==> src/hdl/tgd_pkg.sv <==
// package: shared constants and types for the three-phase gate drive pair
package tgd_pkg;
  localparam int TGD_PHASES = 3;
  // clock rate and dead-time timing
  localparam int TGD_CLK_MHZ = 125;
  localparam int TGD_DEAD_STEP_NS = 250;
  localparam int TGD_DEAD_STEP_CYC = (TGD_DEAD_STEP_NS * TGD_CLK_MHZ + 999) / 1000;
  localparam logic [2:0] TGD_DEAD_SEL_DEFAULT = 3'h7; // 2000 ns
  localparam int TGD_DEAD_CNT_W = 9; // must hold 8 steps of 32 cycles
  // gate bias filter time (least time, rounded up)
  localparam int TGD_BIAS_FILTER_NS = 1000;
  localparam int TGD_BIAS_FILTER_CYC = (TGD_BIAS_FILTER_NS * TGD_CLK_MHZ + 999) / 1000;
  localparam int TGD_BIAS_CNT_W = 12;
  // bootstrap hold per microfarad
  localparam int TGD_BOOT_US_PER_UF = 1200;
  localparam int TGD_BOOT_CYC_PER_UF = TGD_BOOT_US_PER_UF * TGD_CLK_MHZ;
  localparam int TGD_TIME_W = 24;
  // pattern bit positions: {hc,hb,ha,lc,lb,la}
  localparam logic [5:0] TGD_PAT_OFF = 6'h00;
  localparam logic [5:0] TGD_PAT_BOOT = 6'h07;
  localparam logic [5:0] TGD_PAT_LOCK = 6'h2a; // ha hc high, lb low
  localparam logic [5:0] TGD_PAT_S1 = 6'h0c; // a/c
  localparam logic [5:0] TGD_PAT_S2 = 6'h14; // b/c
  localparam logic [5:0] TGD_PAT_S3 = 6'h11; // b/a
  localparam logic [5:0] TGD_PAT_S4 = 6'h21; // c/a
  localparam logic [5:0] TGD_PAT_S5 = 6'h22; // c/b
  localparam logic [5:0] TGD_PAT_S6 = 6'h0a; // a/b
  localparam logic [2:0] TGD_STEP_FIRST = 3'h0;
  localparam logic [2:0] TGD_STEP_LAST = 3'h5;
  typedef enum logic [2:0] {
    TGD_DISABLED, TGD_BOOTSTRAP, TGD_LOCK, TGD_RAMP, TGD_RUN
  } tgd_mode_t;
endpackage : tgd_pkg

==> src/hdl/tgd_link_if.sv <==
// interface: gate inputs, chip enable and fault line between host and driver
`timescale 1ns/1ps
`default_nettype none
interface tgd_link_if;
  logic [2:0] high_drive;
  logic [2:0] low_drive;
  logic chip_enable;
  logic fault_out_oe; // open drain: low while enabled
  logic fault_output_pin;
  assign fault_output_pin = fault_out_oe ? 1'b0 : 1'b1;
  modport host (output high_drive, output low_drive, output chip_enable, input fault_output_pin);
  modport dev (input high_drive, input low_drive, input chip_enable, output fault_out_oe);
endinterface : tgd_link_if
`default_nettype wire

==> src/hdl/tgd_half_bridge.sv <==
// module: one half-bridge with interlock, dead time and gate bias lockout
`timescale 1ns/1ps
`default_nettype none
module tgd_half_bridge
  import tgd_pkg::*;
#(
  parameter int FILTER_CYC = TGD_BIAS_FILTER_CYC
) (
  input wire logic clk,
  input wire logic rst_b,
  input wire logic run_ok,
  input wire logic hi_in,
  input wire logic lo_in,
  input wire logic [2:0] dead_time_select,
  input wire logic uv_enable,
  input wire logic hi_bias_low,
  input wire logic lo_bias_low,
  output logic hi_gate,
  output logic lo_gate,
  output logic uv_fault
);
  logic [TGD_DEAD_CNT_W-1:0] dead_reg;
  logic [TGD_BIAS_CNT_W-1:0] uvcnt_reg;
  logic hi_reg, lo_reg, uv_reg;
  // both commanded on means both off
  wire both_on = hi_in & lo_in;
  wire want_hi = run_ok & hi_in & ~both_on & ~uv_reg;
  wire want_lo = run_ok & lo_in & ~both_on & ~uv_reg;
  wire [TGD_DEAD_CNT_W-1:0] dead_load =
    TGD_DEAD_CNT_W'((32'(dead_time_select) + 32'd1) * TGD_DEAD_STEP_CYC);
  wire dead_done = (dead_reg == '0);
  // a side may only turn on once the other has been off for the full dead time
  wire hi_next = want_hi & (hi_reg | (~lo_reg & dead_done));
  wire lo_next = want_lo & (lo_reg | (~hi_reg & dead_done));
  // only count undervoltage while a gate is actually driven
  wire bias_low = (hi_reg & hi_bias_low) | (lo_reg & lo_bias_low);
  always_ff @(posedge clk) begin
    if (!rst_b || !run_ok) begin
      hi_reg <= 1'b0;
      lo_reg <= 1'b0;
    end else begin
      hi_reg <= hi_next;
      lo_reg <= lo_next;
    end
  end
  // dead counter reloads whenever either gate is on
  always_ff @(posedge clk) begin
    if (!rst_b) dead_reg <= '0;
    else if (hi_reg | lo_reg) dead_reg <= dead_load;
    else if (!dead_done) dead_reg <= dead_reg - 1'b1;
  end
  // lockout filter; fault clears only through the enable cycling
  always_ff @(posedge clk) begin
    if (!rst_b || !run_ok) begin
      uvcnt_reg <= '0;
      uv_reg <= 1'b0;
    end else begin
      if (uv_enable && bias_low) begin
        if (uvcnt_reg > TGD_BIAS_CNT_W'(FILTER_CYC)) uv_reg <= 1'b1;
        else uvcnt_reg <= uvcnt_reg + 1'b1;
      end else begin
        uvcnt_reg <= '0;
      end
    end
  end
  assign hi_gate = hi_reg;
  assign lo_gate = lo_reg;
  assign uv_fault = uv_reg;
endmodule : tgd_half_bridge
`default_nettype wire

==> src/hdl/tgd_driver.sv <==
// module: the gate driver end; synchronises inputs and drives three half-bridges
//
// Operation
// host steps disabled, bootstrap, lock, ramp, run
// chip enable low holds all gates low
// bootstrap: all low sides on, timed
// no high side before bootstrap charge
// lock: high A and C, low B
// hold lock until load settles
// ramp: open-loop steps at rising rate
// run: commutation timed from back EMF
// six commutation states, order sets direction
// each gate follows its own input
// undriven gate input reads as off
// fault or disable forces gates low
// undervoltage watched only while driving
// filtered undervoltage blocks driver, raises fault
// fault shown on pin and status
// fault latched until enable cycled
// undervoltage check only when enabled
// chop-chop accelerating, chop-coast steady
// chop-coast modulates high sides only
// chop-chop reference about nine percent lower; host uses the same duty in both chop modes
// both sides commanded on: both off
// selectable break-before-make dead time
// inputs registered before gate logic
`timescale 1ns/1ps
`default_nettype none
module tgd_driver
  import tgd_pkg::*;
#(
  parameter int FILTER_CYC = TGD_BIAS_FILTER_CYC
) (
  input wire logic clk,
  input wire logic rst_b,
  tgd_link_if.dev link,
  input wire logic [2:0] dead_time_select,
  input wire logic gate_undervoltage_enable,
  input wire logic [2:0] high_bias_low,
  input wire logic [2:0] low_bias_low,
  output logic [2:0] high_gate,
  output logic [2:0] low_gate,
  output logic driver_fault
);
  // three-stage synchronisers; a pin change counts when stages 2 and 3 agree
  logic [6:0] s1_reg, s2_reg, s3_reg, in_reg;
  // the synchroniser resets to zero, so idle reads as off
  wire [6:0] pins = {link.chip_enable, link.low_drive, link.high_drive};
  always_ff @(posedge clk) begin
    if (!rst_b) begin
      s1_reg <= '0;
      s2_reg <= '0;
      s3_reg <= '0;
      in_reg <= '0;
    end else begin
      s1_reg <= pins;
      s2_reg <= s1_reg;
      s3_reg <= s2_reg;
      in_reg <= (s2_reg & s3_reg) | (in_reg & (s2_reg | s3_reg));
    end
  end
  wire ce_sync = in_reg[6];
  wire [2:0] hi_sync = in_reg[2:0];
  wire [2:0] lo_sync = in_reg[5:3];
  logic [2:0] uv_bits;
  logic [2:0] hg, lg;
  logic fault_reg;
  wire any_fault = |uv_bits;
  wire run_ok = ce_sync & ~fault_reg;
  genvar i;
  generate
    for (i = 0; i < TGD_PHASES; i++) begin : g_phase
      tgd_half_bridge #(.FILTER_CYC(FILTER_CYC)) u_hb (
        .clk(clk),
        .rst_b(rst_b),
        .run_ok(ce_sync),
        .hi_in(hi_sync[i] & ~fault_reg),
        .lo_in(lo_sync[i] & ~fault_reg),
        .dead_time_select(dead_time_select),
        .uv_enable(gate_undervoltage_enable),
        .hi_bias_low(high_bias_low[i]),
        .lo_bias_low(low_bias_low[i]),
        .hi_gate(hg[i]),
        .lo_gate(lg[i]),
        .uv_fault(uv_bits[i])
      );
    end
  endgenerate
  // any half-bridge fault shuts down all three until enable is cycled
  always_ff @(posedge clk) begin
    if (!rst_b || !ce_sync) fault_reg <= 1'b0;
    else if (any_fault) fault_reg <= 1'b1;
  end
  // outputs registered; gates gated once more so a new fault blocks at once
  always_ff @(posedge clk) begin
    if (!rst_b) begin
      high_gate <= '0;
      low_gate <= '0;
      driver_fault <= 1'b0;
      link.fault_out_oe <= 1'b0;
    end else begin
      high_gate <= run_ok ? hg : 3'h0;
      low_gate <= run_ok ? lg : 3'h0;
      driver_fault <= fault_reg;
      link.fault_out_oe <= fault_reg;
    end
  end
endmodule : tgd_driver
`default_nettype wire

==> src/flat_wrapper.sv <==
// flat-port wrapper written by rule: the top's interface ports become plain ports
module tgd_driver_flat import tgd_pkg::*;
#(
  parameter int FILTER_CYC = TGD_BIAS_FILTER_CYC
)
  (clk, rst_b, dead_time_select, gate_undervoltage_enable, high_bias_low, low_bias_low, high_gate, low_gate, driver_fault, link_high_drive, link_low_drive, link_chip_enable, link_fault_out_oe);
  tgd_link_if link_i ();
  input wire logic clk;
  input wire logic rst_b;
  input wire logic [2:0] dead_time_select;
  input wire logic gate_undervoltage_enable;
  input wire logic [2:0] high_bias_low;
  input wire logic [2:0] low_bias_low;
  output logic [2:0] high_gate;
  output logic [2:0] low_gate;
  output logic driver_fault;
  input wire logic [$bits(link_i.high_drive)-1:0] link_high_drive;
  input wire logic [$bits(link_i.low_drive)-1:0] link_low_drive;
  input wire logic [$bits(link_i.chip_enable)-1:0] link_chip_enable;
  output wire logic [$bits(link_i.fault_out_oe)-1:0] link_fault_out_oe;
  assign link_i.high_drive = link_high_drive;
  assign link_i.low_drive = link_low_drive;
  assign link_i.chip_enable = link_chip_enable;
  assign link_fault_out_oe = link_i.fault_out_oe;
  tgd_driver #(.FILTER_CYC(FILTER_CYC)) u_core (.clk(clk), .rst_b(rst_b), .link(link_i), .dead_time_select(dead_time_select), .gate_undervoltage_enable(gate_undervoltage_enable), .high_bias_low(high_bias_low), .low_bias_low(low_bias_low), .high_gate(high_gate), .low_gate(low_gate), .driver_fault(driver_fault));
endmodule
==> config.mk <==
export PLATFORM = sky130hd
export DESIGN_NAME = tgd_driver_flat
export DESIGN_NICKNAME = d
export VERILOG_FILES = /design/src/hdl/tgd_pkg.sv /design/src/hdl/tgd_link_if.sv /design/src/hdl/tgd_half_bridge.sv /design/src/hdl/tgd_driver.sv /design/src/flat_wrapper.sv
export SDC_FILE = /design/constraint.sdc
export NUM_CORES = 1
export LEC_CHECK = 0
export BUFFER_PORTS_ARGS = -buffer_cell sky130_fd_sc_hd__clkbuf_2
export CAP_MARGIN = 20
export CORE_MARGIN = 2
export CORE_UTILIZATION = 40
export CTS_BUF_LIST = sky130_fd_sc_hd__clkbuf_8 sky130_fd_sc_hd__clkbuf_16
export DETAILED_ROUTE_END_ITERATION = 7
export PLACE_DENSITY_LB_ADDON = 0.12
export RECOVER_POWER = 100
export SLEW_MARGIN = 20
export SYNTH_ARGS = -nofsm -noshare
export SYNTH_HDL_FRONTEND = slang
export SYNTH_SLANG_ARGS = --single-unit
==> constraint.sdc <==
create_clock -name clk -period 5.6 [get_ports clk]
set_input_delay 0.84 -clock clk [delete_from_list [all_inputs] [get_ports clk]]
set_output_delay 0.84 -clock clk [all_outputs]
set_load 0.02 [all_outputs]
# Word-level counts from Yosys, hierarchy flattened
# Index checks and enable logic that the tools add are counted.
# totals
ff_bits,108
in_bits,19
output_inout_bits,8
elab_cells,144
# op_classes
n_addsub,7
order_cmp,3
n_eq_ne,3
n_mux,6
n_bitwise,79
reduce_logical,20
# ops
op,n
2-to-1 mux 9 bit,6
bitwise AND 1 bit,46
adder 12 x 1 -> 12 bit (second input constant),3
greater-than comparator 12 x 7 -> 1 bit (second input constant),3
logical NOT 9 bit,3
subtractor 9 x 1 -> 9 bit (second input constant),3
NOT 1 bit,17
bitwise AND 7 bit,2
OR 7 bit,2
OR 1 bit,12
OR reduction 2 bit,6
AND reduction 2 bit,4
!= test 2 x 1 -> 1 bit (second input constant),3
adder 3 x 1 -> 4 bit (second input constant),1
logical AND 1 bit,3
OR reduction 3 bit,1
logical NOT 1 bit,2
logical OR 1 bit,1

# Depth between registers and ports, before layout
# logic_depth
word_depth,7
depth_mapped,7
depth_no_buf,6

# Hierarchy
# From an unflattened synthesis, not the netlist that was laid out.
# hier_totals
hier_cells,492
area_unflattened_um2,4489.3
# by_module_without_submodules
module,instances,cells_per_inst,area_per_inst_um2,seq_area_each_um2
tgd_half_bridge,3,131,1127.3,480.5
tgd_driver,1,99,1107.3,720.7

# Worst setup path before layout
# OpenSTA, ideal clock, no wires.
# synth_path
kind,register to register
start,register u_core.g_phase[0].u_hb.dead_reg[0]
end,register u_core.g_phase[0].u_hb.hi_reg
setup_time_ns,0.061
arrival_ns,1.931
required_time_ns,5.539
setup_slack_ns,3.608
stages_incl_launch_ff,8
path_buffers,1
period_less_slack_ns,1.992
cell_sequence,dfxtp_1 inv_1 ha_1 or4b_2 or2_2 clkbuf_1 o21bai_1 and4b_1
# synth_between
elab_chain_cells,4
# synth_rtl
item,line_no,source
from (decl),tgd_half_bridge.sv:22,logic [TGD_DEAD_CNT_W-1:0] dead_reg;
from (signal assigned),tgd_half_bridge.sv:49,else if (hi_reg | lo_reg) dead_reg <= dead_load;
from (signal assigned),tgd_half_bridge.sv:50,else if (!dead_done) dead_reg <= dead_reg - 1'b1;
logical NOT 9 bit,tgd_half_bridge.sv:31,wire dead_done = (dead_reg == '0);
bitwise AND 1 bit,tgd_half_bridge.sv:33,wire hi_next = want_hi & (hi_reg | (~lo_reg & dead_done));
OR 1 bit,tgd_half_bridge.sv:33,
bitwise AND 1 bit,tgd_half_bridge.sv:33,
to (signal assigned),tgd_half_bridge.sv:42,hi_reg <= hi_next;
to (decl),tgd_half_bridge.sv:24,"logic hi_reg, lo_reg, uv_reg;"
# Every way passes these cells.
# A chain may end at the register's enable or synchronous reset.

# Worst setup path after layout
# layout_path
start,input port rst_b
end,register u_core.g_phase[2].u_hb.uvcnt_reg[2]
# layout_between
elab_chain_cells,3
# layout_rtl
item,line_no,source
from (decl),flat_wrapper.sv:9,input wire logic rst_b;
logical NOT 1 bit,tgd_half_bridge.sv:54,if (!rst_b || !run_ok) begin
logical OR 1 bit,tgd_half_bridge.sv:54,
OR reduction 2 bit (no source line),-,
to (signal assigned),tgd_half_bridge.sv:60,else uvcnt_reg <= uvcnt_reg + 1'b1;
to (decl),tgd_half_bridge.sv:23,logic [TGD_BIAS_CNT_W-1:0] uvcnt_reg;
# Every way passes these cells.

==> results.md <==
- The flow ran to the end, but the final reports show violations.
- The final reports fail on capacitance limit, slew limit.
- The multi-input gate area in the final layout is ~0.0021 sq mm.
- STA puts the critical path data required time at between 5 and 6 ns.
- The largest delay contributor family on the critical path is buffers and inverters.
- The number of antenna violations at the first check in global routing is 0.
- For this run, the slowest stage of the critical path takes 1.22 ns.
- Setup violations remaining at the end of the flow were counted as 0.
- The category of the critical setup timing path is primary input to register.
- Among all flip-flop cells after synthesis, the most frequent one is sky130_fd_sc_hd__dfxtp_1.
- Entering global routing, the biggest net connects 51 pins.
- The worst setup skew after layout is about 0.0095 ns.
- TritonCTS built the clock tree.
- The highest achievable clock rate is roughly 320 MHz.
- At the later pin of the worst-skew pair, clock insertion delay measures about 0.37 ns.
- The total wire length is about 8200 um.
- At the end of routability-driven placement, the weighted congestion stood at 0.793.
- The worst setup path is captured at a register.
- After synthesis, the mean cell area works out to 9.17 sq um.
- The total CTS buffers is 9.
- The post-synthesis to final-layout area growth is 8.92%.
- After global routing, the most crowded layer is met2.
- The internal power contribution is 0.00127 W.
- In the layout the commonest cells are sky130_fd_sc_hd__dfxtp_1 (108), sky130_fd_sc_hd__nor2_1 (52), sky130_fd_sc_hd__o21ai_0 (29).
- The power density relative to cell area is a little under 400 mW/mm^2.
- During placement, the flow inserted port buffers numbering 26.
- The number of top-level design ports is 27.
- The placeable core area is between 0.01 and 0.015 sq mm.
- Buffers inserted to repair hold after CTS numbered 0.
- The root buffer cell chosen for the clock tree is sky130_fd_sc_hd__clkbuf_8.
- The master of the slowest instance on the critical path is sky130_fd_sc_hd__clkbuf_1.
- The number of hold-slack violations in the final timing report is 0.
- Of the synthesized area, sequential elements account for 0.483.
- After synthesis, the cell types taking the most area are sky130_fd_sc_hd__dfxtp_1 (48%), sky130_fd_sc_hd__and2_1 (6.2%), sky130_fd_sc_hd__nor2_1 (4.4%).
- The arrival time at the worst endpoint is 3.40 ns.
- The initial utilization of the core area, before any placement, comes to 0.411.
- The count of H-tree levels built during CTS is 3.
- The switching share of power is 0.321.
- Hold timing on the final database bottoms out at a slack of between 0.4 and 0.5 ns.
- The chip width is around 110 um.
- Leaving out fill and tap cells, the most frequent cell in the layout is sky130_fd_sc_hd__dfxtp_1.
- For this run, global-route usage on met2 was measured as 0.231.
- In the global route stage, overall resource usage came out at 0.150.
- The overall power after layout is 0.00187 W.
- The number of fillers in the final layout is around 1.1k.
- The number of antenna repair diodes is 0.
- The detailed-routing iteration count for the pre-antenna-repair pass is 5.
- IR analysis of the VDD net gives a maximum drop of roughly 0.23 mV.
- The die outline height is ~110 um.
- Setup repair after global routing left no endpoint under its margin.
- Of the total power, the clock network draws 0.255.
- The number of nets in the synthesized netlist is 520.
- The sequential cells in the finished layout cover a total of roughly 0.0022 sq mm.
- The static power due to leakage is between 1.5 and 2 nW.
- Synthesis inferred 108 register bits.
- The clock sink count is roughly 110.
- Yosys mapped the design onto 53 distinct sky130hd cell types.
- The number of global-route vias before repair is between 2k and 3k.
- The share of total power dissipated in combinational logic is 0.256.
- Summed over all nets, the switching power comes to roughly 0.0006 W.
- The mapped netlist covers about 0.0045 sq mm.
- In the final design database the tool counted approximately 540 nets.
- Yosys printed 0 warnings.
- The post-route setup TNS is 0 ns.
- After layout, the minimum clock period comes to about 3.1 ns.
- The kind of launch point of the worst setup path is a primary input.
- The post-detailed-route via-to-cell ratio is ~5.
- The proportion of register bits with asynchronous set or reset after synthesis is 0.
- The area of the die is between 0.01 and 0.015 sq mm.
- The number of flip-flops in the largest register is 36.
- Once the clock tree was built, the resizer swapped 0 gates to a different size.
- The area fraction of the dominant cell type after synthesis is 0.483.
- The max-cap check violation count is 1.
- In this run, synthesis inferred 0 flip-flops with an integrated enable.
- After detailed routing, the number of remaining DRC violations is 0.
- After the first detailed-routing iteration, the DRC count stood at roughly 110.
- In this run the worst path has a maximum fanout of 50.
- The number of slew-limit violations in the final report was 51.
- The share of total power dissipated in sequential elements is 0.489.
- The share of the cycle needed by the critical path after routing is 0.559.
- After floorplanning, the core was divided into 38 placement rows.
- The min-delay analysis places its worst path in the category register to register.
- Summed over all layers, the global routing overflow is 0.
- The number of buffers and inverters on the critical path is 1.
- The slew of the pin with the lowest slew margin is about 1.7 ns.
- The total vias in the final route is approximately 3.3k.
- Measured against its own limit, the worst slew margin works out to -0.154.
- The detailed-route wire length per cell is roughly 12 um.
- The post-detailed-route count of antenna-violating nets is 0.
- The number of buffers inserted by post-CTS setup repair is 0.
- The share of cells above drive strength 1 is 0.0837.
- The met1 track demand over resource is 0.202.
- The clock passes through at most 2 buffers.
- The critical path goes through clkbuf_1 -> nand3_1 -> or2_0 -> o41ai_1.
- The post-detailed-placement half-perimeter wirelength is between 5000 and 6000 um.
- The cell count after synthesis came out at 488.
- The first global-routing pass estimated ~14000 um of wire.
- For met3 alone, demand over resource in global routing was 0.0468.
- The register clock-pin slew on the reported worst setup and hold paths is approximately 0.10 ns.
- Of all cell types, the one taking the most synthesized area is sky130_fd_sc_hd__dfxtp_1.
[metrics by stage]
step                instance area (sq um)  cells   util  setup WS, ns
CTS                                  4890    654  0.449          3.29
detailed placement                   4690    639  0.431          2.89
global placement                     4690    639  0.431          2.94
global route                         4870    654  0.448          1.98
floorplan                            4480    488      -          3.61
finish                               4870    654  0.448          2.47
[metal layers]
metal  wire [um]  vias to the layer above
met5           0                        -
met4          79                        0
met3         270                        4
met2        3600                       34
met1        4210                     1492
li1            -                     1765
[synth_stat cells, types with 4 or more instances]
master and number:
sky130_fd_sc_hd__or2_2 6, sky130_fd_sc_hd__and3b_1 4, sky130_fd_sc_hd__or4_1 8, sky130_fd_sc_hd__a21oi_1 19
sky130_fd_sc_hd__dfxtp_1 108, sky130_fd_sc_hd__nor3_1 13, sky130_fd_sc_hd__o41ai_1 6, sky130_fd_sc_hd__clkbuf_1 9
sky130_fd_sc_hd__a21boi_0 7, sky130_fd_sc_hd__inv_1 22, sky130_fd_sc_hd__xor2_1 10, sky130_fd_sc_hd__nand2_1 28
sky130_fd_sc_hd__ha_1 13, sky130_fd_sc_hd__a211oi_1 6, sky130_fd_sc_hd__and4b_1 4, sky130_fd_sc_hd__o31ai_1 4
sky130_fd_sc_hd__nand3_1 16, sky130_fd_sc_hd__xnor2_1 5, sky130_fd_sc_hd__and2_1 44, sky130_fd_sc_hd__nand3b_1 4
sky130_fd_sc_hd__o21ai_0 29, sky130_fd_sc_hd__buf_6 4, sky130_fd_sc_hd__o21bai_1 4, sky130_fd_sc_hd__nor2_1 52
sky130_fd_sc_hd__nor4_1 4, sky130_fd_sc_hd__nand4_1 6
[worst paths after layout]
check / startpoint / end / slack [ns] / cells past startpoint
worst min-delay path: u_core.s1_reg[3] / u_core.s2_reg[3] / 0.44 / 1
worst max-delay path: rst_b / u_core.g_phase[2].u_hb.uvcnt_reg[2] / 2.47 / 4
worst min register to register: u_core.s1_reg[3] / u_core.s2_reg[3] / 0.44 / 1
worst max register to register: u_core.g_phase[0].u_hb.dead_reg[0] / u_core.g_phase[0].u_hb.lo_gate / 3.50 / 6
[layout make-up]
class | count | area share
flip-flops and latches | 108 | 0.444
multi-input cells | 343 | 0.439
well taps | 140 | 0.0359
clock buffers | 9 | 0.0254
repair buffers | 26 | 0.0244
inverters | 22 | 0.0169
clock inverters | 6 | 0.0146
[cell families (layout without fill, tap and decap cells)]
group	after synthesis	count (layout)	synth area share
mux	4	4	0.00923
buf+inv	37	63	0.0386
simple gates	213	213	0.262
compound gates	98	98	0.141
xor+xnor	15	15	0.0294
fa+ha+maj	13	13	0.0363
flops	108	108	0.483
[power groups by stage]
stage                     Clock (W)  Combinational (W)  Sequential [W]
after CTS                  0.000499           0.000479        0.000918
after global routing       0.000531           0.000552        0.000930
after floorplan                   0           0.000408        0.000918
final                      0.000478           0.000479        0.000917
after global placement            0           0.000467        0.000933
after detailed placement          0           0.000475        0.000935
(Power assumes the default switching activity.)
